[src/hw/plbi_defines.vh]
`ifndef PLBI_DEFINES_VH
`define PLBI_DEFINES_VH
// Framing bytes
`define PLBI_A1_BYTE 8'hF6
`define PLBI_A2_BYTE 8'h28
// Reset value of every byte register
`define PLBI_RESET_BYTE 8'h00
// Errored framing patterns that declare loss of frame
`define PLBI_OOF_ERR_COUNT 3'h4
`define PLBI_ERR_CNT_W 3
`define PLBI_ERR_CNT_ZERO 3'h0
`define PLBI_ERR_CNT_ONE 3'h1
`endif

[src/hw/plbi_edge_sync.v]
`timescale 1ns/100ps
`default_nettype none
// Two-flop synchroniser with rising-edge detect on the synchronised level
module plbi_edge_sync (
	input wire clk_i,
	input wire rstn_i,
	input wire async_i,
	output wire level_o,
	output wire rise_o
);
	reg meta_q;
	reg sync_q;
	reg last_q;
	always @(posedge clk_i) begin
		if (!rstn_i) begin
			meta_q <= 1'b0;
			sync_q <= 1'b0;
			last_q <= 1'b0;
		end else begin
			meta_q <= async_i;
			sync_q <= meta_q;
			last_q <= sync_q;
		end
	end
	assign level_o = sync_q;
	assign rise_o = sync_q & ~last_q;
endmodule // plbi_edge_sync
`default_nettype wire

[src/hw/plbi_line_if.v]
`timescale 1ns/100ps
`default_nettype none
`include "plbi_defines.vh"
// Notes on behaviour
// - Select high: parallel byte mode, bypass recovery.
// - Select low: serial mode, pins carry protection.
// - Frame-lost flag high while out of frame.
// - Four consecutive errored framing patterns declare loss.
// - Flag levels last at least one receive clock.
// - Flag drives upstream search, also readable status.
// - Input bus bit 7 first, sampled rising clock.
// - Transmit marker flags first payload byte, parallel clock.
// - Protection use: marker timed by internal clock.
// - Output bus bit 7 first, parallel clock.
// - Protection use: output timed by internal clock.
// - Internal transmit clock 77.76 MHz, even duty.
module plbi_line_if (
	input wire CORE_CLK_I,
	input wire RSTN_I,
	input wire LINE_INTERFACE_SELECT_I,
	input wire RECEIVE_LOW_RATE_SELECT_I,
	input wire TRANSMIT_LOW_RATE_SELECT_I,
	input wire PARALLEL_RECEIVE_CLOCK_I,
	input wire RECEIVE_FRAME_MARKER_I,
	input wire [7:0] RECEIVE_BYTE_BUS_I,
	input wire PARALLEL_TRANSMIT_CLOCK_I,
	input wire INTERNAL_TRANSMIT_CLOCK_I,
	input wire [7:0] TX_BYTE_I,
	input wire TX_PAYLOAD_START_I,
	output reg [7:0] RX_BYTE_O,
	output reg RX_BYTE_VALID_O,
	output reg RX_FRAME_START_O,
	output reg FRAME_LOST_FLAG_O,
	output wire FRAME_LOST_STATUS_O,
	output wire PARALLEL_MODE_O,
	output wire TX_BYTE_TAKEN_O,
	output reg [7:0] TRANSMIT_BYTE_BUS_O,
	output reg TRANSMIT_FRAME_MARKER_O
);
	// Synchronised link clocks and mode
	wire rx_clk_lvl;
	wire rx_clk_rise;
	wire ptx_lvl;
	wire ptx_rise;
	wire itx_lvl;
	wire itx_rise;
	wire mode_sel;
	wire mode_unused;
	wire rate_unused_r;
	wire rate_unused_t;

	// Receive pipeline and framing state
	reg [7:0] pin_m_q;
	reg [7:0] pin_s_q;
	reg fp_m_q;
	reg fp_s_q;
	reg [7:0] hist1_q;
	reg [7:0] hist2_q;
	reg [7:0] hist3_q;
	reg [7:0] hist4_q;
	reg [7:0] hist5_q;
	wire head_ok;
	wire pattern_ok;
	reg [`PLBI_ERR_CNT_W-1:0] err_cnt_q;
	wire is_third_a2;
	wire tx_edge;

	// Every pin from the link side is synchronised before use
	plbi_edge_sync u_rx_clk (
		.clk_i(CORE_CLK_I),
		.rstn_i(RSTN_I),
		.async_i(PARALLEL_RECEIVE_CLOCK_I),
		.level_o(rx_clk_lvl),
		.rise_o(rx_clk_rise)
	);
	plbi_edge_sync u_ptx_clk (
		.clk_i(CORE_CLK_I),
		.rstn_i(RSTN_I),
		.async_i(PARALLEL_TRANSMIT_CLOCK_I),
		.level_o(ptx_lvl),
		.rise_o(ptx_rise)
	);
	plbi_edge_sync u_itx_clk (
		.clk_i(CORE_CLK_I),
		.rstn_i(RSTN_I),
		.async_i(INTERNAL_TRANSMIT_CLOCK_I),
		.level_o(itx_lvl),
		.rise_o(itx_rise)
	);
	plbi_edge_sync u_mode (
		.clk_i(CORE_CLK_I),
		.rstn_i(RSTN_I),
		.async_i(LINE_INTERFACE_SELECT_I),
		.level_o(mode_sel),
		.rise_o(mode_unused)
	);
	// Rate selects only tell the partner which clock to supply
	assign rate_unused_r = RECEIVE_LOW_RATE_SELECT_I;
	assign rate_unused_t = TRANSMIT_LOW_RATE_SELECT_I;

	// Data pins pass two flops; they settle long before the sampled clock edge
	always @(posedge CORE_CLK_I) begin
		if (!RSTN_I) begin
			pin_m_q <= `PLBI_RESET_BYTE;
			pin_s_q <= `PLBI_RESET_BYTE;
		end else begin
			pin_m_q <= RECEIVE_BYTE_BUS_I;
			pin_s_q <= pin_m_q;
		end
	end

	always @(posedge CORE_CLK_I) begin
		if (!RSTN_I) begin
			fp_m_q <= 1'b0;
			fp_s_q <= 1'b0;
		end else begin
			fp_m_q <= RECEIVE_FRAME_MARKER_I;
			fp_s_q <= fp_m_q;
		end
	end

	assign PARALLEL_MODE_O = mode_sel;
	assign is_third_a2 = mode_sel & fp_s_q;

	// Byte capture on each receive clock rising edge, bit 7 first
	always @(posedge CORE_CLK_I) begin
		if (!RSTN_I) begin
			RX_BYTE_O <= `PLBI_RESET_BYTE;
			RX_BYTE_VALID_O <= 1'b0;
		end else begin
			RX_BYTE_VALID_O <= rx_clk_rise;
			if (rx_clk_rise) begin
				RX_BYTE_O <= pin_s_q;
			end
		end
	end

	// Frame start follows the marker in either mode
	always @(posedge CORE_CLK_I) begin
		if (!RSTN_I) begin
			RX_FRAME_START_O <= 1'b0;
		end else begin
			RX_FRAME_START_O <= rx_clk_rise & fp_s_q;
		end
	end

	// Last five bytes taken in parallel mode before the current one; only the marker sets alignment,
	// so no bit-level search is ever made on the input bus
	always @(posedge CORE_CLK_I) begin
		if (!RSTN_I) begin
			hist1_q <= `PLBI_RESET_BYTE;
			hist2_q <= `PLBI_RESET_BYTE;
			hist3_q <= `PLBI_RESET_BYTE;
			hist4_q <= `PLBI_RESET_BYTE;
			hist5_q <= `PLBI_RESET_BYTE;
		end else if (rx_clk_rise & mode_sel) begin
			hist1_q <= pin_s_q;
			hist2_q <= hist1_q;
			hist3_q <= hist2_q;
			hist4_q <= hist3_q;
			hist5_q <= hist4_q;
		end
	end

	// A good pattern is A1 A1 A1 A2 A2 followed by the marked A2
	assign head_ok = (hist5_q == `PLBI_A1_BYTE) &
		(hist4_q == `PLBI_A1_BYTE) &
		(hist3_q == `PLBI_A1_BYTE) &
		(hist2_q == `PLBI_A2_BYTE) &
		(hist1_q == `PLBI_A2_BYTE);
	assign pattern_ok = head_ok & (pin_s_q == `PLBI_A2_BYTE);

	// Errored patterns are counted on the marked byte; the fourth in a row
	// declares loss, and one clean pattern clears both count and flag
	always @(posedge CORE_CLK_I) begin
		if (!RSTN_I) begin
			err_cnt_q <= `PLBI_ERR_CNT_ZERO;
			FRAME_LOST_FLAG_O <= 1'b0;
		end else if (rx_clk_rise & is_third_a2) begin
			if (!pattern_ok) begin
				if (err_cnt_q == `PLBI_OOF_ERR_COUNT - `PLBI_ERR_CNT_ONE) begin
					FRAME_LOST_FLAG_O <= 1'b1;
					err_cnt_q <= `PLBI_OOF_ERR_COUNT;
				end else if (err_cnt_q != `PLBI_OOF_ERR_COUNT) begin
					err_cnt_q <= err_cnt_q + `PLBI_ERR_CNT_ONE;
				end
			end else begin
				err_cnt_q <= `PLBI_ERR_CNT_ZERO;
				FRAME_LOST_FLAG_O <= 1'b0;
			end
		end
	end
	// Flag only changes on a receive clock edge, so each level lasts a period
	assign FRAME_LOST_STATUS_O = FRAME_LOST_FLAG_O;

	// Transmit timing: parallel clock in parallel mode, internal clock otherwise
	assign tx_edge = mode_sel ? ptx_rise : itx_rise;
	assign TX_BYTE_TAKEN_O = tx_edge;
	always @(posedge CORE_CLK_I) begin
		if (!RSTN_I) begin
			TRANSMIT_BYTE_BUS_O <= `PLBI_RESET_BYTE;
		end else if (tx_edge) begin
			TRANSMIT_BYTE_BUS_O <= TX_BYTE_I;
		end
	end

	// Frame marker follows the same transmit edge as the byte it marks
	always @(posedge CORE_CLK_I) begin
		if (!RSTN_I) begin
			TRANSMIT_FRAME_MARKER_O <= 1'b0;
		end else if (tx_edge) begin
			TRANSMIT_FRAME_MARKER_O <= TX_PAYLOAD_START_I;
		end
	end
endmodule // plbi_line_if
`default_nettype wire

[config.mk]
export PLATFORM = sky130hd
export DESIGN_NAME = plbi_line_if
export DESIGN_NICKNAME = d
export VERILOG_FILES = /design/src/hw/plbi_edge_sync.v /design/src/hw/plbi_line_if.v
export VERILOG_INCLUDE_DIRS = /design/src /design/src/hw
export SDC_FILE = /design/constraint.sdc
export NUM_CORES = 1
export LEC_CHECK = 0
export CAP_MARGIN = 20
export CORE_ASPECT_RATIO = 2
export CORE_MARGIN = 3
export CORE_UTILIZATION = 65
export CTS_CLUSTER_DIAMETER = 150
export DETAILED_ROUTE_END_ITERATION = 8
export DONT_BUFFER_PORTS = 1
export GPL_TIMING_DRIVEN = 0
export PLACE_DENSITY = 0.81
export REMOVE_ABC_BUFFERS = 1
export SETUP_SLACK_MARGIN = 0.5
export SLEW_MARGIN = 20
export SYNTH_ARGS = -nofsm -noshare
export SYNTH_HDL_FRONTEND = slang
export SYNTH_SLANG_ARGS = --single-unit
[constraint.sdc]
create_clock -name CORE_CLK_I -period 4.5 [get_ports CORE_CLK_I]
set_clock_uncertainty 0.1 [all_clocks]
set_input_delay 0.45 -clock CORE_CLK_I [delete_from_list [all_inputs] [get_ports CORE_CLK_I]]
set_output_delay 0.45 -clock CORE_CLK_I [all_outputs]
set_load 0.005 [all_outputs]
# [After elaboration in Yosys (flattened, before gate mapping)]
# Index checks and enable logic that the tools add are counted.
[word_totals] reg_bits=92 output_inout_bits=23 wordCells=61
[classes] n_addsub=1 n_eq_ne=8 n_mux=6 bitwise=15 reduce_logical=4
[ops] operator="8-bit by 6-bit == test with 1-bit output (second input constant)" count=3
[ops] operator="8-bit == test (second input constant)" count=3
[ops] operator="1-bit AND" count=12
[ops] operator="3-bit two-way mux" count=3
[ops] operator="2-bit AND reduction" count=2
[ops] operator="3-bit by 1-bit adder with 3-bit output (second input constant)" count=1
[ops] operator="3-bit by 2-bit == test with 1-bit output (second input constant)" count=1
[ops] operator="1-bit two-way mux" count=3
[ops] operator="3-bit inequality test (second input constant)" count=1
[ops] operator="1-bit NOT" count=3
[ops] operator="3-bit nonzero test" count=1
[ops] operator="2-bit nonzero test" count=1

# [Longest topological paths before layout]
[logic_depth] ltp_word=8 ltp_mapped=6

# [Cells and area by module]
# From an unflattened synthesis, not the netlist that was laid out.
[hier_totals] cells_unflattened=360 hier_area_um2=3463.3
[modules_own_cells] module="plbi_line_if" instances=1 cells_per_inst=332 area_each_um2=3093.0 seq_area_each_um2=1621.6
[modules_own_cells] module="plbi_edge_sync" instances=4 cells_per_inst=7 area_each_um2=92.6 seq_area_each_um2=60.1

# [Least setup slack after synthesis]
# Ideal clock, no wire load.
[synth_timing] path_type="register -> register" startpoint="reg u_mode.sync_q (netlist: u_mode.level_o)" endpoint="reg err_cnt_q[1]" arrival_ps=1253 required_ps=4272 setup_slack_ps=3019 stages_incl_launch_ff=6 path_buffers=1 path_cell_list="dfxtp_1 and3b_1 buf_2 nand2_2 o41ai_4 o22ai_1"
[synth_between] elab_chain_len=3
[synth_lines] item="start: declaration" line="plbi_edge_sync.v:12" rtl="reg sync_q;"
[synth_lines] item="start signal: assignment" line="plbi_edge_sync.v:21" rtl="sync_q <= meta_q;"
[synth_lines] item="1-bit AND" line="plbi_line_if.v:123" rtl="assign is_third_a2 = mode_sel & fp_s_q;"
[synth_lines] item="1-bit AND" line="plbi_line_if.v:179" rtl="end else if (rx_clk_rise & is_third_a2) begin"
[synth_lines] item="2-bit AND reduction (no source line)"
[synth_lines] item="end signal: assignment" line="plbi_line_if.v:177" rtl="err_cnt_q <= `PLBI_ERR_CNT_ZERO;"
[synth_lines] item="end signal: assignment" line="plbi_line_if.v:183" rtl="err_cnt_q <= `PLBI_OOF_ERR_COUNT;"
[synth_lines] item="end signal: assignment" line="plbi_line_if.v:185" rtl="err_cnt_q <= err_cnt_q + `PLBI_ERR_CNT_ONE;"
[synth_lines] item="end: declaration" line="plbi_line_if.v:64" rtl="reg [`PLBI_ERR_CNT_W-1:0] err_cnt_q;"
# Every way passes these cells.
# A chain may end at the register's enable or synchronous reset.

# [Worst setup path in the final report]
[layout_timing] startpoint="reg u_rx_clk.sync_q (netlist: u_rx_clk.level_o)" endpoint="reg hist2_q[2]"
[layout_between] elab_chain_len=2
[layout_lines] item="start: declaration" line="plbi_edge_sync.v:12"
[layout_lines] item="start signal: assignment" line="plbi_edge_sync.v:21"
[layout_lines] item="1-bit AND" line="plbi_edge_sync.v:26" rtl="assign rise_o = sync_q & ~last_q;"
[layout_lines] item="1-bit AND" line="plbi_line_if.v:156" rtl="end else if (rx_clk_rise & mode_sel) begin"
[layout_lines] item="end signal: assignment" line="plbi_line_if.v:152" rtl="hist2_q <= `PLBI_RESET_BYTE;"
[layout_lines] item="end signal: assignment" line="plbi_line_if.v:158" rtl="hist2_q <= hist1_q;"
[layout_lines] item="end: declaration" line="plbi_line_if.v:58" rtl="reg [7:0] hist2_q;"
# Every way passes these cells.

==> run_results.csv <==
group,metric,value,unit
run_status,status,"completed",
sta,period_needed,2.00,ns
power_and_ir_drop,intPower,0.00120,W
setup_path,reg2reg_slack,2.50,ns
power_and_ir_drop,p_leak,1.24,nW
power_and_ir_drop,irDropWorstVdd,0.000392,V
setup_path,timing.rr.end,"hist2_q[2]",
clock_tree,post_cts_buffers,0,
final_layout,fin_util,73.0,%
placed_design,io_buffer_count,0,
detailed_routing,drt-initial-drc-count,75,
setup_path,cp.arrival,2.14,ns
placed_design,preCtsSetupSlack,2.48,ns
power_and_ir_drop,p_seq_share,56.2,%
setup_path,slowest_stage,"nand2_2",
clock_tree,tritoncts,"built",
die,die_h,107,µm
final_layout,nets,377,
setup_path,start_kind,"register",
clock_tree,cts.root.buffer_cell,"clkbuf_8",
clock_tree,insertion_delay,0.36,ns
hold_path,whs_path_depth,1,
sta,fmax,0.500,GHz
clock_tree,cts_buffer_depth,2,
synth,synth_top_area_share,55.1,%
synth,synth.largest_area_cell,"dfxtp_1",
placed_design,dpl.hpwl,3.73,mm
global_routing,grt_max_degree,89,
clock_tree,cts-htree-levels,3,
final_layout,drive_above_1_share,6.80,%
global_routing,antenna_found_initial,0,
setup_path,rr_startpoint,"u_rx_clk.level_o",
clock_tree,cts_sinks,92,
setup_path,r2r_cells,4,
sta,worstMarginPinSlew,0.710,ns
run,maxCapViolCount,0,
sta,slew_headroom,52.5,%
die,fp.coreArea,4910,µm²
placed_design,gp_congestion,0.728,
hold_path,hold_path.class,"in2reg",
die,die_area,6090,µm²
sta,layout_setup_ws,2.50,ns
power_and_ir_drop,power_density,416,nW/µm²
synth,synthCells,357,
setup_path,path_class,"reg2reg",
setup_path,crit_fanout,40,
hold_path,min_to,"pin_m_q[3]",
power_and_ir_drop,power.share.combinational,2.0,%
clock_tree,numCtsBuffers,9,
die,fp-row-count,36,
synth,synth.distinct_cells,33,
sta,period_share,44.5,%
clock_tree,path_clk_slew,0.08,ns
final_layout,final_cell_mix,"nand2_1 (103), dfxtp_1 (92), a21boi_0 (48)",
setup_path,path_cells,"nor2b_1 -> nand2_2 -> nand2_1 -> a21boi_0",
die,fp.dieW,56.7,µm
clock_tree,cts_hold_buf,0,
final_layout,design_area,3590,µm²
sta,grt_setup_unrepaired,"false",
synth,ys_seq_area_share,55.1,%
detailed_routing,via_per_inst,5.40,
final_layout,antenna_cells,0,
detailed_routing,via_count,2213,
placed_design,dp.cells,394,
clock_tree,cts_resized,0,
detailed_routing,drc,0,
synth,synth_seq_cells,92,
synth,syn_area,3340,µm²
sta,tns,0,ns
global_routing,grt_pass1_vias,2090,
final_layout,nFillCells,367,
synth,yosys_warnings,0,
setup_path,cp_top_family,"simple AND/OR/NAND/NOR gates",
power_and_ir_drop,p_sw_share,19.3,%
sta,hold_viol_final,0,
power_and_ir_drop,power.switching,0.000287,W
detailed_routing,wire_per_inst,13.8,µm
placed_design,placed_cell_area,3350,µm²
setup_path,required,4.64,ns
synth,synthTopCellsByArea,"dfxtp_1 (55%), nand2_1 (12%), a21boi_0 (11%)",
sta,slew_violations,0,
final_layout,final_common_cell,"nand2_1",
die,top_level_ports,49,
hold_path,min_from,"RECEIVE_BYTE_BUS_I[3]",
detailed_routing,drt_wl_total,5.65,mm
global_routing,grt_usage,20.1,%
sta,finalSetupViolCount,0,
detailed_routing,ant_nets,0,
power_and_ir_drop,pwr-share-clk,41.8,%
setup_path,slowest_delay,0.58,ns
detailed_routing,drtPass1Iterations,4,
setup_path,critPathBufInv,0,
global_routing,grt_pass1_wl,9.43,mm
global_routing,gr-total-overflow,0,
final_layout,final_cell_count_no_fill,410,
synth,avgSynthCellArea,9.36,µm²
final_layout,syn2layout_area_growth,7.26,%
setup_path,worstSetupEndpointType,"register",
die,initial_utilization,68.1,%
==> sequential cells by signal (all words and copies together) (netlist names), 3 cells and up <==
name / count
hist3_q: 8
pin_m_q: 8
TRANSMIT_BYTE_BUS_O: 8
pin_s_q: 8
err_cnt_q: 3
hist4_q: 8
hist5_q: 8
RX_BYTE_O: 8
hist2_q: 8
hist1_q: 8
==> layout make-up <==
type | instances | area (µm²) | area share [%]
inverter | 5 | 18.8 | 0.523
clock buffer | 12 | 165 | 4.61
timing repair buffer | 2 | 27.5 | 0.768
clock inverter | 4 | 70.1 | 1.95
tap | 57 | 71.3 | 1.99
multi-input combinational | 238 | 1390 | 38.8
sequential | 92 | 1840 | 51.4
==> stage by stage <==
step / hold WS [ns] / power (W)
2_1_floorplan: 0.312 / 0.000881
3_5_place_dp: 0.319 / 0.000888
6_report: 0.119 / 0.00149
3_3_place_gp: 0.314 / 0.000886
5_1_grt: 0.106 / 0.00154
4_1_cts: 0.108 / 0.00150
==> metal layers <==
layer  track usage [%]  vias to the layer above  routed length [µm]
met3              5.76                       11                 242
li1                  -                     1139                   -
met2              34.9                       36                3020
met5                 0                        -                   0
met1              22.4                     1027                2260
met4              8.66                        0                 116
==> logic make-up after synthesis <==
kind of cell             synth area share [%]
AO/OA/AOI/OAI                            12.8
adder cells (fa/ha/maj)                  1.12
buffers and inverters                    3.41
flip-flops                               55.1
multiplexers                             2.99
AND/OR/NAND/NOR                          24.6
==> power by group through the flow <==
stage	combinational (W)	clock (W)	sequential, W
2_1_floorplan	0.0000263	0	0.000854
3_3_place_gp	0.0000292	0	0.000857
3_5_place_dp	0.0000310	0	0.000857
4_1_cts	0.0000311	0.000632	0.000838
5_1_grt	0.0000339	0.000664	0.000840
6_report	0.0000306	0.000623	0.000838
==> how the worst max path moves through the flow <==
stage,start,end,depth (start not counted)
2_1_floorplan,u_mode.level_o,err_cnt_q[1],4
3_3_place_gp,u_mode.level_o,err_cnt_q[1],4
3_5_place_dp,u_rx_clk.level_o,hist2_q[2],4
4_1_cts,u_rx_clk.level_o,hist4_q[0],4
5_1_grt,u_rx_clk.level_o,hist1_q[7],4
6_report,u_rx_clk.level_o,hist2_q[2],4
==> Yosys cell counts, drive strengths merged <==
cell	number
a21boi	48
a21oi	1
a31oi	1
and2	29
and3b	1
and4b	1
buf	8
clkbuf	14
dfxtp	92
ha	3
inv	5
mux2i	10
nand2	105
nand2b	2
nand3	1
nand3b	1
nand4	3
nand4b	2
nor2	5
nor2b	10
nor3	3
nor3b	1
nor4	2
nor4b	3
nor4bb	1
o211ai	1
o21ai	1
o22a	1
o22ai	1
o41ai	1
Power figures use the tool's default switching activity.
